$ cat src/inc/dsfcp_pkg.sv
// constants and types of the dual-slope frequency-correct pwm timer
package dsfcp_pkg;
   localparam int CNT_W = 16;
   localparam int NUM_CH = 2;
   localparam int DIV_W = 10;
   localparam logic [7:0] OFS_CTRL = 8'h00;
   localparam logic [7:0] OFS_COUNT = 8'h04;
   localparam logic [7:0] OFS_CMPA = 8'h08;
   localparam logic [7:0] OFS_CMPB = 8'h0C;
   localparam logic [7:0] OFS_CAPT = 8'h10;
   localparam logic [7:0] OFS_FLAGS = 8'h14;
   localparam logic [7:0] OFS_PINDIR = 8'h18;
   localparam int CTRL_MODE_LSB = 0;
   localparam int CTRL_CLK_LSB = 4;
   localparam int CTRL_ACTA_LSB = 8;
   localparam int CTRL_ACTB_LSB = 10;
   localparam int FLAG_OVF = 0;
   localparam int FLAG_CMPA = 1;
   localparam int FLAG_CMPB = 2;
   localparam int FLAG_CAPT = 3;
   localparam logic [3:0] MODE_PFC_CAPT = 4'h8;
   localparam logic [3:0] MODE_PFC_CMPA = 4'h9;
   localparam logic [CNT_W-1:0] BOTTOM = 16'h0000;
   localparam logic [CNT_W-1:0] TOP_MIN = 16'h0003;
   localparam logic [CNT_W-1:0] CNT_RST = 16'h0000;
   localparam logic [3:0] FLAGS_RST = 4'h0;
   localparam logic [DIV_W-1:0] DIV1_LAST = 10'h000;
   localparam logic [DIV_W-1:0] DIV8_LAST = 10'h007;
   localparam logic [DIV_W-1:0] DIV64_LAST = 10'h03F;
   localparam logic [DIV_W-1:0] DIV256_LAST = 10'h0FF;
   localparam logic [DIV_W-1:0] DIV1024_LAST = 10'h3FF;
   typedef enum logic [1:0] {ACT_OFF = 2'b00, ACT_TOGGLE = 2'b01, ACT_NONINV = 2'b10, ACT_INV = 2'b11} dsfcp_action_e;
   typedef enum logic [2:0] {CS_STOP = 3'b000, CS_DIV1 = 3'b001, CS_DIV8 = 3'b010, CS_DIV64 = 3'b011,
      CS_DIV256 = 3'b100, CS_DIV1024 = 3'b101} dsfcp_clksel_e;
   typedef enum logic {DIR_UP = 1'b0, DIR_DOWN = 1'b1} dsfcp_dir_e;
endpackage : dsfcp_pkg

$ cat src/inc/dsfcp_cmp_if.sv
// link between the counter core and one compare channel
`timescale 1ns/1ps
interface dsfcp_cmp_if import dsfcp_pkg::*; ();
   logic tick;
   logic upPhase;
   logic load;
   logic isChanA;
   logic [CNT_W-1:0] count;
   logic [CNT_W-1:0] top;
   logic [CNT_W-1:0] bufVal;
   logic [CNT_W-1:0] activeVal;
   dsfcp_action_e action;
   logic match;
   logic outLvl;
   modport core (output tick, upPhase, load, isChanA, count, top, bufVal, action,
      input activeVal, match, outLvl);
   modport chan (input tick, upPhase, load, isChanA, count, top, bufVal, action,
      output activeVal, match, outLvl);
endinterface : dsfcp_cmp_if

$ cat src/hdl/dsfcp_top.sv
// dual-slope frequency-correct pwm timer with apb register access
`timescale 1ns/1ps
module dsfcp_top import dsfcp_pkg::*; (
   input wire logic mclk,
   input wire logic reset_n,
   input wire logic psel,
   input wire logic penable,
   input wire logic pwrite,
   input wire logic [7:0] paddr,
   input wire logic [31:0] pwdata,
   output logic [31:0] prdata,
   output logic pready,
   output logic pslverr,
   output logic [NUM_CH-1:0] compareOut,
   output logic [NUM_CH-1:0] compareOe
);
   logic [3:0] waveformModeSel;
   dsfcp_clksel_e clkSel;
   dsfcp_action_e outputActionSel [NUM_CH];
   logic [CNT_W-1:0] compareBuf [NUM_CH];
   logic [CNT_W-1:0] captureValue;
   logic [NUM_CH-1:0] pinDirectionBit;
   logic [3:0] flags;
   logic [CNT_W-1:0] countValue;
   dsfcp_dir_e dir;
   logic timerTick;
   logic pfcMode;
   logic [CNT_W-1:0] topValue;
   logic upPhase;
   logic bottomHit;
   logic topHit;
   logic [3:0] flagSet;
   logic [3:0] flagClr;
   logic apbSetup;
   logic apbWrite;
   logic addrOk;
   logic [31:0] rdMux;
   logic [NUM_CH-1:0] cmpMatch;
   logic [NUM_CH-1:0] chanLvl;
   logic [CNT_W-1:0] activeA;

   dsfcp_cmp_if cmpBus [NUM_CH] ();

   dsfcp_prescaler u_prescaler (
      .mclk(mclk),
      .reset_n(reset_n),
      .clkSel(clkSel),
      .tick(timerTick)
   );

   generate
      for (genvar g = 0; g < NUM_CH; g++)
      begin : g_chan
         assign cmpBus[g].tick = timerTick && pfcMode;
         assign cmpBus[g].upPhase = upPhase;
         assign cmpBus[g].load = bottomHit || !pfcMode;
         assign cmpBus[g].isChanA = (g == 0);
         assign cmpBus[g].count = countValue;
         assign cmpBus[g].top = topValue;
         assign cmpBus[g].bufVal = compareBuf[g];
         assign cmpBus[g].action = outputActionSel[g];
         assign cmpMatch[g] = cmpBus[g].match;
         assign chanLvl[g] = cmpBus[g].outLvl;
         assign compareOut[g] = chanLvl[g];

         dsfcp_channel u_channel (
            .mclk(mclk),
            .reset_n(reset_n),
            .cb(cmpBus[g])
         );

         // action 1 on channel b is reserved, so its pin stays released
         always_ff @(posedge mclk)
         begin
            if (!reset_n)
               compareOe[g] <= 1'b0;
            else
               compareOe[g] <= pinDirectionBit[g] && outputActionSel[g] != ACT_OFF &&
                  !(g != 0 && outputActionSel[g] == ACT_TOGGLE);
         end
      end
   endgenerate

   assign activeA = cmpBus[0].activeVal;

   // counter core
   assign pfcMode = waveformModeSel == MODE_PFC_CAPT || waveformModeSel == MODE_PFC_CMPA;
   // mode 9 follows the double-buffered compare a, so a live top change is clean
   assign topValue = (waveformModeSel == MODE_PFC_CMPA) ? activeA : captureValue;

   // bottom counts as up-slope and top as down-slope, so the extremes hold a level
   assign upPhase = countValue == BOTTOM || (dir == DIR_UP && countValue != topValue);

   assign bottomHit = pfcMode && timerTick && dir == DIR_DOWN && countValue == 16'h0001;
   assign topHit = pfcMode && timerTick && dir == DIR_UP && countValue == CNT_W'(topValue - 1'b1);

   // relies on software keeping top at or above TOP_MIN
   always_ff @(posedge mclk)
   begin
      if (!reset_n || !pfcMode)
      begin
         countValue <= CNT_RST;
         dir <= DIR_UP;
      end
      else if (timerTick)
      begin
         case (dir)
            DIR_UP:
            begin
               if (countValue >= topValue)
               begin
                  countValue <= CNT_W'(countValue - 1'b1);
                  dir <= DIR_DOWN;
               end
               else
                  countValue <= CNT_W'(countValue + 1'b1);
            end
            DIR_DOWN:
            begin
               if (countValue == BOTTOM)
               begin
                  countValue <= CNT_W'(countValue + 1'b1);
                  dir <= DIR_UP;
               end
               else
                  countValue <= CNT_W'(countValue - 1'b1);
            end
            default:
            begin
               countValue <= CNT_RST;
               dir <= DIR_UP;
            end
         endcase
      end
   end

   // flags: hardware set wins over a software clear in the same cycle
   assign flagSet[FLAG_OVF] = bottomHit;
   assign flagSet[FLAG_CMPA] = cmpMatch[0] || (topHit && waveformModeSel == MODE_PFC_CMPA);
   assign flagSet[FLAG_CMPB] = cmpMatch[1];
   assign flagSet[FLAG_CAPT] = topHit && waveformModeSel == MODE_PFC_CAPT;
   assign flagClr = (apbWrite && paddr == OFS_FLAGS) ? pwdata[3:0] : 4'h0;

   always_ff @(posedge mclk)
   begin
      if (!reset_n)
         flags <= FLAGS_RST;
      else
         flags <= (flags & ~flagClr) | flagSet;
   end

   // apb slave: one wait-free access phase, ready registered from the setup cycle
   assign apbSetup = psel && !penable;
   assign apbWrite = psel && penable && pwrite && pready && !pslverr;

   always_comb
   begin
      addrOk = 1'b1;
      rdMux = 32'h0000_0000;
      case (paddr)
         OFS_CTRL:
         begin
            rdMux[CTRL_MODE_LSB +: 4] = waveformModeSel;
            rdMux[CTRL_CLK_LSB +: 3] = clkSel;
            rdMux[CTRL_ACTA_LSB +: 2] = outputActionSel[0];
            rdMux[CTRL_ACTB_LSB +: 2] = outputActionSel[1];
         end
         OFS_COUNT: rdMux[CNT_W-1:0] = countValue;
         OFS_CMPA: rdMux[CNT_W-1:0] = compareBuf[0];
         OFS_CMPB: rdMux[CNT_W-1:0] = compareBuf[1];
         OFS_CAPT: rdMux[CNT_W-1:0] = captureValue;
         OFS_FLAGS: rdMux[3:0] = flags;
         OFS_PINDIR: rdMux[NUM_CH-1:0] = pinDirectionBit;
         default: addrOk = 1'b0;
      endcase
   end

   always_ff @(posedge mclk)
   begin
      if (!reset_n)
      begin
         pready <= 1'b0;
         pslverr <= 1'b0;
         prdata <= 32'h0000_0000;
      end
      else
      begin
         pready <= apbSetup;
         pslverr <= apbSetup && !addrOk;
         if (apbSetup)
            prdata <= pwrite ? 32'h0000_0000 : rdMux;
      end
   end

   always_ff @(posedge mclk)
   begin
      if (!reset_n)
      begin
         waveformModeSel <= 4'h0;
         clkSel <= CS_STOP;
         outputActionSel[0] <= ACT_OFF;
         outputActionSel[1] <= ACT_OFF;
      end
      else if (apbWrite && paddr == OFS_CTRL)
      begin
         waveformModeSel <= pwdata[CTRL_MODE_LSB +: 4];
         clkSel <= dsfcp_clksel_e'(pwdata[CTRL_CLK_LSB +: 3]);
         outputActionSel[0] <= dsfcp_action_e'(pwdata[CTRL_ACTA_LSB +: 2]);
         outputActionSel[1] <= dsfcp_action_e'(pwdata[CTRL_ACTB_LSB +: 2]);
      end
   end

   // compare writes only reach the buffer; the channel loads it at bottom, and on every cycle outside modes 8 and 9
   always_ff @(posedge mclk)
   begin
      if (!reset_n)
      begin
         compareBuf[0] <= CNT_RST;
         compareBuf[1] <= CNT_RST;
      end
      else if (apbWrite && paddr == OFS_CMPA)
         compareBuf[0] <= pwdata[CNT_W-1:0];
      else if (apbWrite && paddr == OFS_CMPB)
         compareBuf[1] <= pwdata[CNT_W-1:0];
   end

   // capture value is not buffered: a live change may break symmetry
   always_ff @(posedge mclk)
   begin
      if (!reset_n)
         captureValue <= CNT_RST;
      else if (apbWrite && paddr == OFS_CAPT)
         captureValue <= pwdata[CNT_W-1:0];
   end

   always_ff @(posedge mclk)
   begin
      if (!reset_n)
         pinDirectionBit <= '0;
      else if (apbWrite && paddr == OFS_PINDIR)
         pinDirectionBit <= pwdata[NUM_CH-1:0];
   end
endmodule : dsfcp_top

$ cat src/hdl/dsfcp_prescaler.sv
// timer tick generator dividing the io clock
`timescale 1ns/1ps
module dsfcp_prescaler import dsfcp_pkg::*; (
   input wire logic mclk,
   input wire logic reset_n,
   input wire dsfcp_clksel_e clkSel,
   output logic tick
);
   logic [DIV_W-1:0] divCnt;
   logic [DIV_W-1:0] divLast;

   always_comb
   begin
      case (clkSel)
         CS_DIV1: divLast = DIV1_LAST;
         CS_DIV8: divLast = DIV8_LAST;
         CS_DIV64: divLast = DIV64_LAST;
         CS_DIV256: divLast = DIV256_LAST;
         CS_DIV1024: divLast = DIV1024_LAST;
         default: divLast = DIV1_LAST;
      endcase
   end

   // single pulse per period, used as an enable on mclk only
   always_ff @(posedge mclk)
   begin
      if (!reset_n || clkSel == CS_STOP || clkSel > CS_DIV1024)
      begin
         divCnt <= '0;
         tick <= 1'b0;
      end
      else if (divCnt >= divLast)
      begin
         divCnt <= '0;
         tick <= 1'b1;
      end
      else
      begin
         divCnt <= DIV_W'(divCnt + 1'b1);
         tick <= 1'b0;
      end
   end
endmodule : dsfcp_prescaler

$ cat src/hdl/dsfcp_channel.sv
// one compare channel: double-buffered compare value and waveform output
`timescale 1ns/1ps
module dsfcp_channel import dsfcp_pkg::*; (
   input wire logic mclk,
   input wire logic reset_n,
   dsfcp_cmp_if.chan cb
);
   // never matches above top, even right after top was lowered
   assign cb.match = cb.tick && cb.count == cb.activeVal && cb.activeVal <= cb.top;

   always_ff @(posedge mclk)
   begin
      if (!reset_n)
         cb.activeVal <= CNT_RST;
      else if (cb.load)
         cb.activeVal <= cb.bufVal;
   end

   always_ff @(posedge mclk)
   begin
      if (!reset_n)
         cb.outLvl <= 1'b0;
      else if (cb.match)
      begin
         case (cb.action)
            ACT_NONINV: cb.outLvl <= !cb.upPhase;
            ACT_INV: cb.outLvl <= cb.upPhase;
            ACT_TOGGLE: cb.outLvl <= cb.isChanA ? !cb.outLvl : cb.outLvl;
            default: cb.outLvl <= cb.outLvl;
         endcase
      end
   end
endmodule : dsfcp_channel

$ cat config.mk
export PLATFORM = sky130hd
export DESIGN_NAME = dsfcp_top
export DESIGN_NICKNAME = d
export VERILOG_FILES = /design/src/inc/dsfcp_pkg.sv /design/src/inc/dsfcp_cmp_if.sv /design/src/hdl/dsfcp_top.sv /design/src/hdl/dsfcp_prescaler.sv /design/src/hdl/dsfcp_channel.sv
export SDC_FILE = /design/constraint.sdc
export NUM_CORES = 1
export LEC_CHECK = 0
export BUFFER_PORTS_ARGS = -buffer_cell sky130_fd_sc_hd__buf_4
export CAP_MARGIN = 5
export CELL_PAD_IN_SITES_DETAIL_PLACEMENT = 0
export CELL_PAD_IN_SITES_GLOBAL_PLACEMENT = 1
export CORE_MARGIN = 8
export CORE_UTILIZATION = 46
export DETAILED_ROUTE_END_ITERATION = 6
export HOLD_SLACK_MARGIN = 0.06
export PLACE_DENSITY = 0.9
export SYNTH_ARGS = -nofsm -noshare
export SYNTH_HDL_FRONTEND = slang
export SYNTH_SLANG_ARGS = --single-unit
$ cat constraint.sdc
create_clock -name mclk -period 4.69 [get_ports mclk]
set_input_delay 0.469 -clock mclk [delete_from_list [all_inputs] [get_ports mclk]]
set_output_delay 0.469 -clock mclk [all_outputs]
set_load 0.02 [all_outputs]
# After elaboration in Yosys (flattened, before gate mapping)
# Memory sizes are Yosys's and may differ from the RTL's.
# Index checks and enable logic that the tools add are counted.
# word_totals
ff_bits,127
mem_bits_rw,36
in_bits,45
output_inout_bits,38
wordCells,148
n_memories,2
# classes
n_addsub,4
order_cmp,5
n_eq_ne,23
n_mux,35
bitwise_logic,8
n_reduce_logical,53
# memory_table
memory,depth,width,read_ports,rd_clocked_by_memory_dff,wr,line,text
compareBuf,2,16,2,0,2,dsfcp_top.sv:20,logic [CNT_W-1:0] compareBuf [NUM_CH];
outputActionSel,2,2,2,0,2,dsfcp_top.sv:19,dsfcp_action_e outputActionSel [NUM_CH];
# op_table
operator,count
$mux W16,6
$eq A16 B16 Y1,3
$pmux W10 S4,1
$le A16 B16 Y1,2
$pmux W16 S2,1
$sub A16 B1 Y16 const B,2
$logic_and A1 B1 Y1,27
$eq A8 B5 Y1 const B,3
$pmux W4 S5,1
$add A16 B1 Y16 const B,1
$eq A16 B1 Y1 const B,1
$eq A8 B4 Y1 const B,2
$ge A16 B16 Y1,1
$logic_not A16 Y1,1
$ne A16 B16 Y1,1
$pmux W4 S4,1
$mux W1,15
$pmux W3 S5,1
$pmux W2 S7,1
$pmux W2 S6,1
$add A10 B1 Y10 const B,1
$ge A10 B10 Y1,1
$eq A2 B2 Y1 const B,4
$eq A4 B4 Y1 const B,2
24 further kinds,48

# Logic depth before layout (Yosys ltp)
# logic_depth
depth_word,10
mapped_depth,18
ltp_nobuf,13

# Hierarchy
# A second synthesis with hierarchy kept.
# unflattened
hier_cells,1073
hier_area_um2,9557.9
# modules_own_cells
module,n_inst,cells_per_inst,area_each_um2,seq_area_each_um2
dsfcp_top,1,711,6263.5,2402.3
dsfcp_channel,2,140,1275.0,340.3
dsfcp_prescaler,1,82,744.5,220.2

# Least setup slack after synthesis
# OpenSTA, ideal clock, no wires.
# synth_timing
path_type,register to register
start,reg waveformModeSel[2]
end,"reg countValue[13], in the netlist cmpBus[0].count[13]"
setup_time_ns,0.073
t_arrival_ns,3.318
required_ns,4.617
setup_slack_ns,1.299
stages_incl_launch_ff,15
path_buffers,4
synth_period_minus_slack_ns,3.391
cell_sequence,dfxtp_1 -> nand4bb_1 -> buf_2 -> buf_2 -> buf_2 -> mux2i_1 -> ha_1 -> nand4_1 -> nor4_1 -> nor2_1 -> a32o_2 -> buf_6 -> or4b_1 -> a21o_1 -> a21oi_1
# synth_via
elab_chain_len,5
elab_cells_between_ends,9
cone_classes,1 x order compare; 2 x eq/ne; 3 x mux; 3 x reduce/logical
# synth_lines
element,line,text
start: declaration,dsfcp_top.sv:17,logic [3:0] waveformModeSel;
start signal: assignment,dsfcp_top.sv:206,waveformModeSel <= pwdata[CTRL_MODE_LSB +: 4];
$eq A4 B4 Y1,"dsfcp_top.sv:87, dsfcp_top.sv:89",
$mux W16,dsfcp_top.sv:89,assign topValue = (waveformModeSel == MODE_PFC_CMPA) ? activeA : captureValue;
$ge A16 B16 Y1,dsfcp_top.sv:110,if (countValue >= topValue)
$mux W16,dsfcp_top.sv:110,
$pmux W16 S2,dsfcp_top.sv:107,case (dir)
end signal: assignment,dsfcp_top.sv:112,countValue <= CNT_W'(countValue - 1'b1);
end signal: assignment,dsfcp_top.sv:116,countValue <= CNT_W'(countValue + 1'b1);
end signal: assignment,dsfcp_top.sv:122,countValue <= CNT_W'(countValue + 1'b1);
end: declaration,dsfcp_top.sv:24,logic [CNT_W-1:0] countValue;
# Several ways; a longest one is shown, not always the timed one.
# A chain may end at the register's enable or synchronous reset.

# Worst setup path in the final report
# layout_timing
start,reg waveformModeSel[2]
end,"reg countValue[3], in the netlist cmpBus[0].count[3]"
# The elaborated chain is that of the path after synthesis.

==> flow_summary.ini <==
[run_status]
status = completed

[die]
rows = 51
coreArea_mm2 = 0.0195
pin_count = 83
start_util = 0.469
die_x_um = 157
die_h_um = 157
dieArea_mm2 = 0.0246

[clocking]
cts.reportedPaths.clkPinSlew_ns = 0.07
clock_sinks = 147
clkLatencyLatePin_ns = 0.43
cts_setup_buffers = 0
cts_resized = 0
ctsHoldBuffers = 0
root_buffer = clkbuf_16
cts_buffer_depth = 2
cts_made_buffers = 17
cts_tree = done
htreeDepth = 4

[synthesis]
synthArstFlopShare = 0
synth_top_area_share = 0.244
yosysTopAreaCell = dfxtp_1
synth_edf_count = 36
synth_cells = 1045
syn_avg_cell_area_um2 = 8.73
synth_cell_type_count = 73
synth_seq_cells = 147
netlist_area_mm2 = 0.00912
ys_warn_count = 0
synth.area.top_cells = dfxtp_1 (24%), edfxtp_1 (12%), ha_1 (8.6%)
synth_flop_cell = dfxtp_1
yosysSeqAreaShare = 0.362

[sta]
tightest_slew_ns = 0.904
clock_skew_ns = 0.0105
relSlewSlack = 0.396
fin_crit_sh = 0.794
min_period_ns = 3.72
drv_slew = 0
final_hold_viol_count = 0
max_freq_mhz = 269
setup_viol = 0
rsz0062_at_grt = false
fin_setup_tns_ns = 0

[final_layout]
final_nets = 1176
area_delta_synth_final_pct = 11.8
final_layout_size_suffix_gt1_frac = 0.117
final_cell_mix = nand2_1 (151), dfxtp_1 (111), nor2_1 (84)
final_common_cell = nand2_1
antenna_cells = 0
final_cells = 1346

[power]
p_per_area_mw_per_mm2 = 279
ir_drop_v = 0.000241
leakage_nw = 4.12

[place]
hpwl_um = 19900
port_buffers = 50
place.gp.congestion = 0.939
dp_cells = 1314

[routing]
drtIter0Drc = 727
routedWlPerCell_um = 20.1
first_pass_iters = 5
routed-via-count = 7932
viasPerCell = 5.89
routed_wl_um = 27000
ant_nets = 0
drc = 0

[global_routing]
grt-ovfl-total = 0
grt_pass1_wl_um = 43000
grt_max_degree = 71
antenna_found_initial = 0
grt_use_total = 0.224
grt_pass1_vias = 7617

[critical_path]
path_class = register to register
endpoint_kind = register
start_kind = register
worst_ep_arrival_time_ns = 4.05
crit_required_ns = 5.01
worstPathMaxFanout = 24

[flow_run]
cap_violations = 0

[worst_hold_path]
hold_class = input port to register
flip-flops by register name, summed over array words and instances, names as in the netlist:
name                           flops
captureValue                      16
clkSel                             3
cmpBus.count                      16
compareBuf                        32
compareOe                          2
dir                                1
flags                              4
g_chan.u_channel.cb.activeVal     32
g_chan.u_channel.cb.outLvl         2
outputActionSel                    4
pinDirectionBit                    2
prdata                            16
pready                             1
pslverr                            1
u_prescaler.divCnt                10
u_prescaler.tick                   1
waveformModeSel                    4
final timing paths:
kind | start | end | slack (ns) | depth (start not counted)
max | waveformModeSel[2] | cmpBus[0].count[3] | 0.97 | 12
max reg2reg | waveformModeSel[2] | cmpBus[0].count[3] | 0.97 | 12
min | pwdata[4] | clkSel[0] | 0.26 | 2
min reg2reg | u_prescaler.divCnt[0] | u_prescaler.divCnt[0] | 0.46 | 1
cells in the mapped netlist, types with 3 or more instances:
master / count
xor2_1: 38
inv_1: 18
nor3_1: 18
and2_1: 25
buf_2: 11
o21ai_0: 17
or4_1: 5
o21a_1: 7
ha_1: 63
mux2i_1: 29
nor3b_1: 5
or2_2: 4
nand2b_1: 8
nor4_1: 20
nand4_1: 18
nor2_1: 84
a21boi_0: 5
and4_1: 3
and3_1: 16
a222oi_1: 8
a22oi_1: 10
nor2b_1: 7
xnor2_1: 42
nand3_1: 17
a211oi_1: 11
a21oi_1: 82
edfxtp_1: 36
a22o_1: 15
or3_1: 7
a31oi_1: 8
mux2_2: 11
buf_1: 4
a2bb2oi_1: 8
a21o_1: 9
nand2_1: 151
o31ai_1: 4
a221oi_1: 6
clkbuf_1: 39
buf_6: 5
buf_4: 18
nand3b_1: 4
dfxtp_1: 111
worst max-delay path, cell delays in order (launching register included):
cell	delay, ns
dfxtp_1	0.46
nand4bb_1	0.16
buf_4	0.33
mux2i_1	0.56
ha_1	0.23
nand4_1	0.14
nor4_1	0.37
nor2_1	0.10
a32o_2	0.36
buf_4	0.21
and4_1	0.20
o21ai_1	0.15
mux2_4	0.31
per-stage QoR:
| step | instance area, µm² | hold slack, ns | power, mW | util | setup slack [ns] |
|---|---|---|---|---|---|
| floorplan | 9180 | 0.423 | 1.45 | - | 1.30 |
| global route | 10200 | 0.274 | 2.93 | 0.524 | 0.709 |
| finish | 10200 | 0.264 | 2.85 | 0.524 | 0.966 |
| CTS | 10200 | 0.253 | 2.86 | 0.524 | 0.969 |
| global placement | 9610 | 0.447 | 1.50 | 0.494 | 0.993 |
| detailed placement | 9610 | 0.449 | 1.50 | 0.494 | 1.00 |
layout make-up:
| class | count | area [µm²] |
|---|---|---|
| fill | 1820 | 9260 |
| multi-input combinational | 816 | 5400 |
| sequential | 147 | 3300 |
| timing repair buffer | 67 | 503 |
| clock buffer | 17 | 425 |
| tap | 265 | 332 |
| clock inverter | 15 | 166 |
| inverter | 19 | 71.3 |
layer usage:
| layer | wire length [µm] | GRT usage | vias up |
|---|---|---|---|
| met4 | 777 | 0.0883 | 0 |
| met2 | 12700 | 0.365 | 334 |
| met3 | 1740 | 0.0359 | 59 |
| met1 | 11800 | 0.293 | 3767 |
| li1 | - | - | 3772 |
| met5 | 0 | 0 | - |
power breakdown:
part	leakage (nW)	switching [mW]	internal, mW
sequential	1.29	0.0192	1.31
combinational	2.55	0.0947	0.0529
clock	0.280	0.615	0.757
total	4.12	0.729	2.12
kinds of logic (layout without fill, tap and decap cells):
group / count (synthesis) / in the layout / share of synthesized area
compound gates: 210 / 210 / 0.153
xor+xnor: 80 / 80 / 0.0768
fa+ha+maj: 63 / 63 / 0.0864
buf+inv: 97 / 118 / 0.0542
flops: 147 / 147 / 0.362
mux: 43 / 43 / 0.0520
other cells: 1 / 16 / 0.000411
simple gates: 404 / 404 / 0.215
Power figures use the tool's default switching activity.
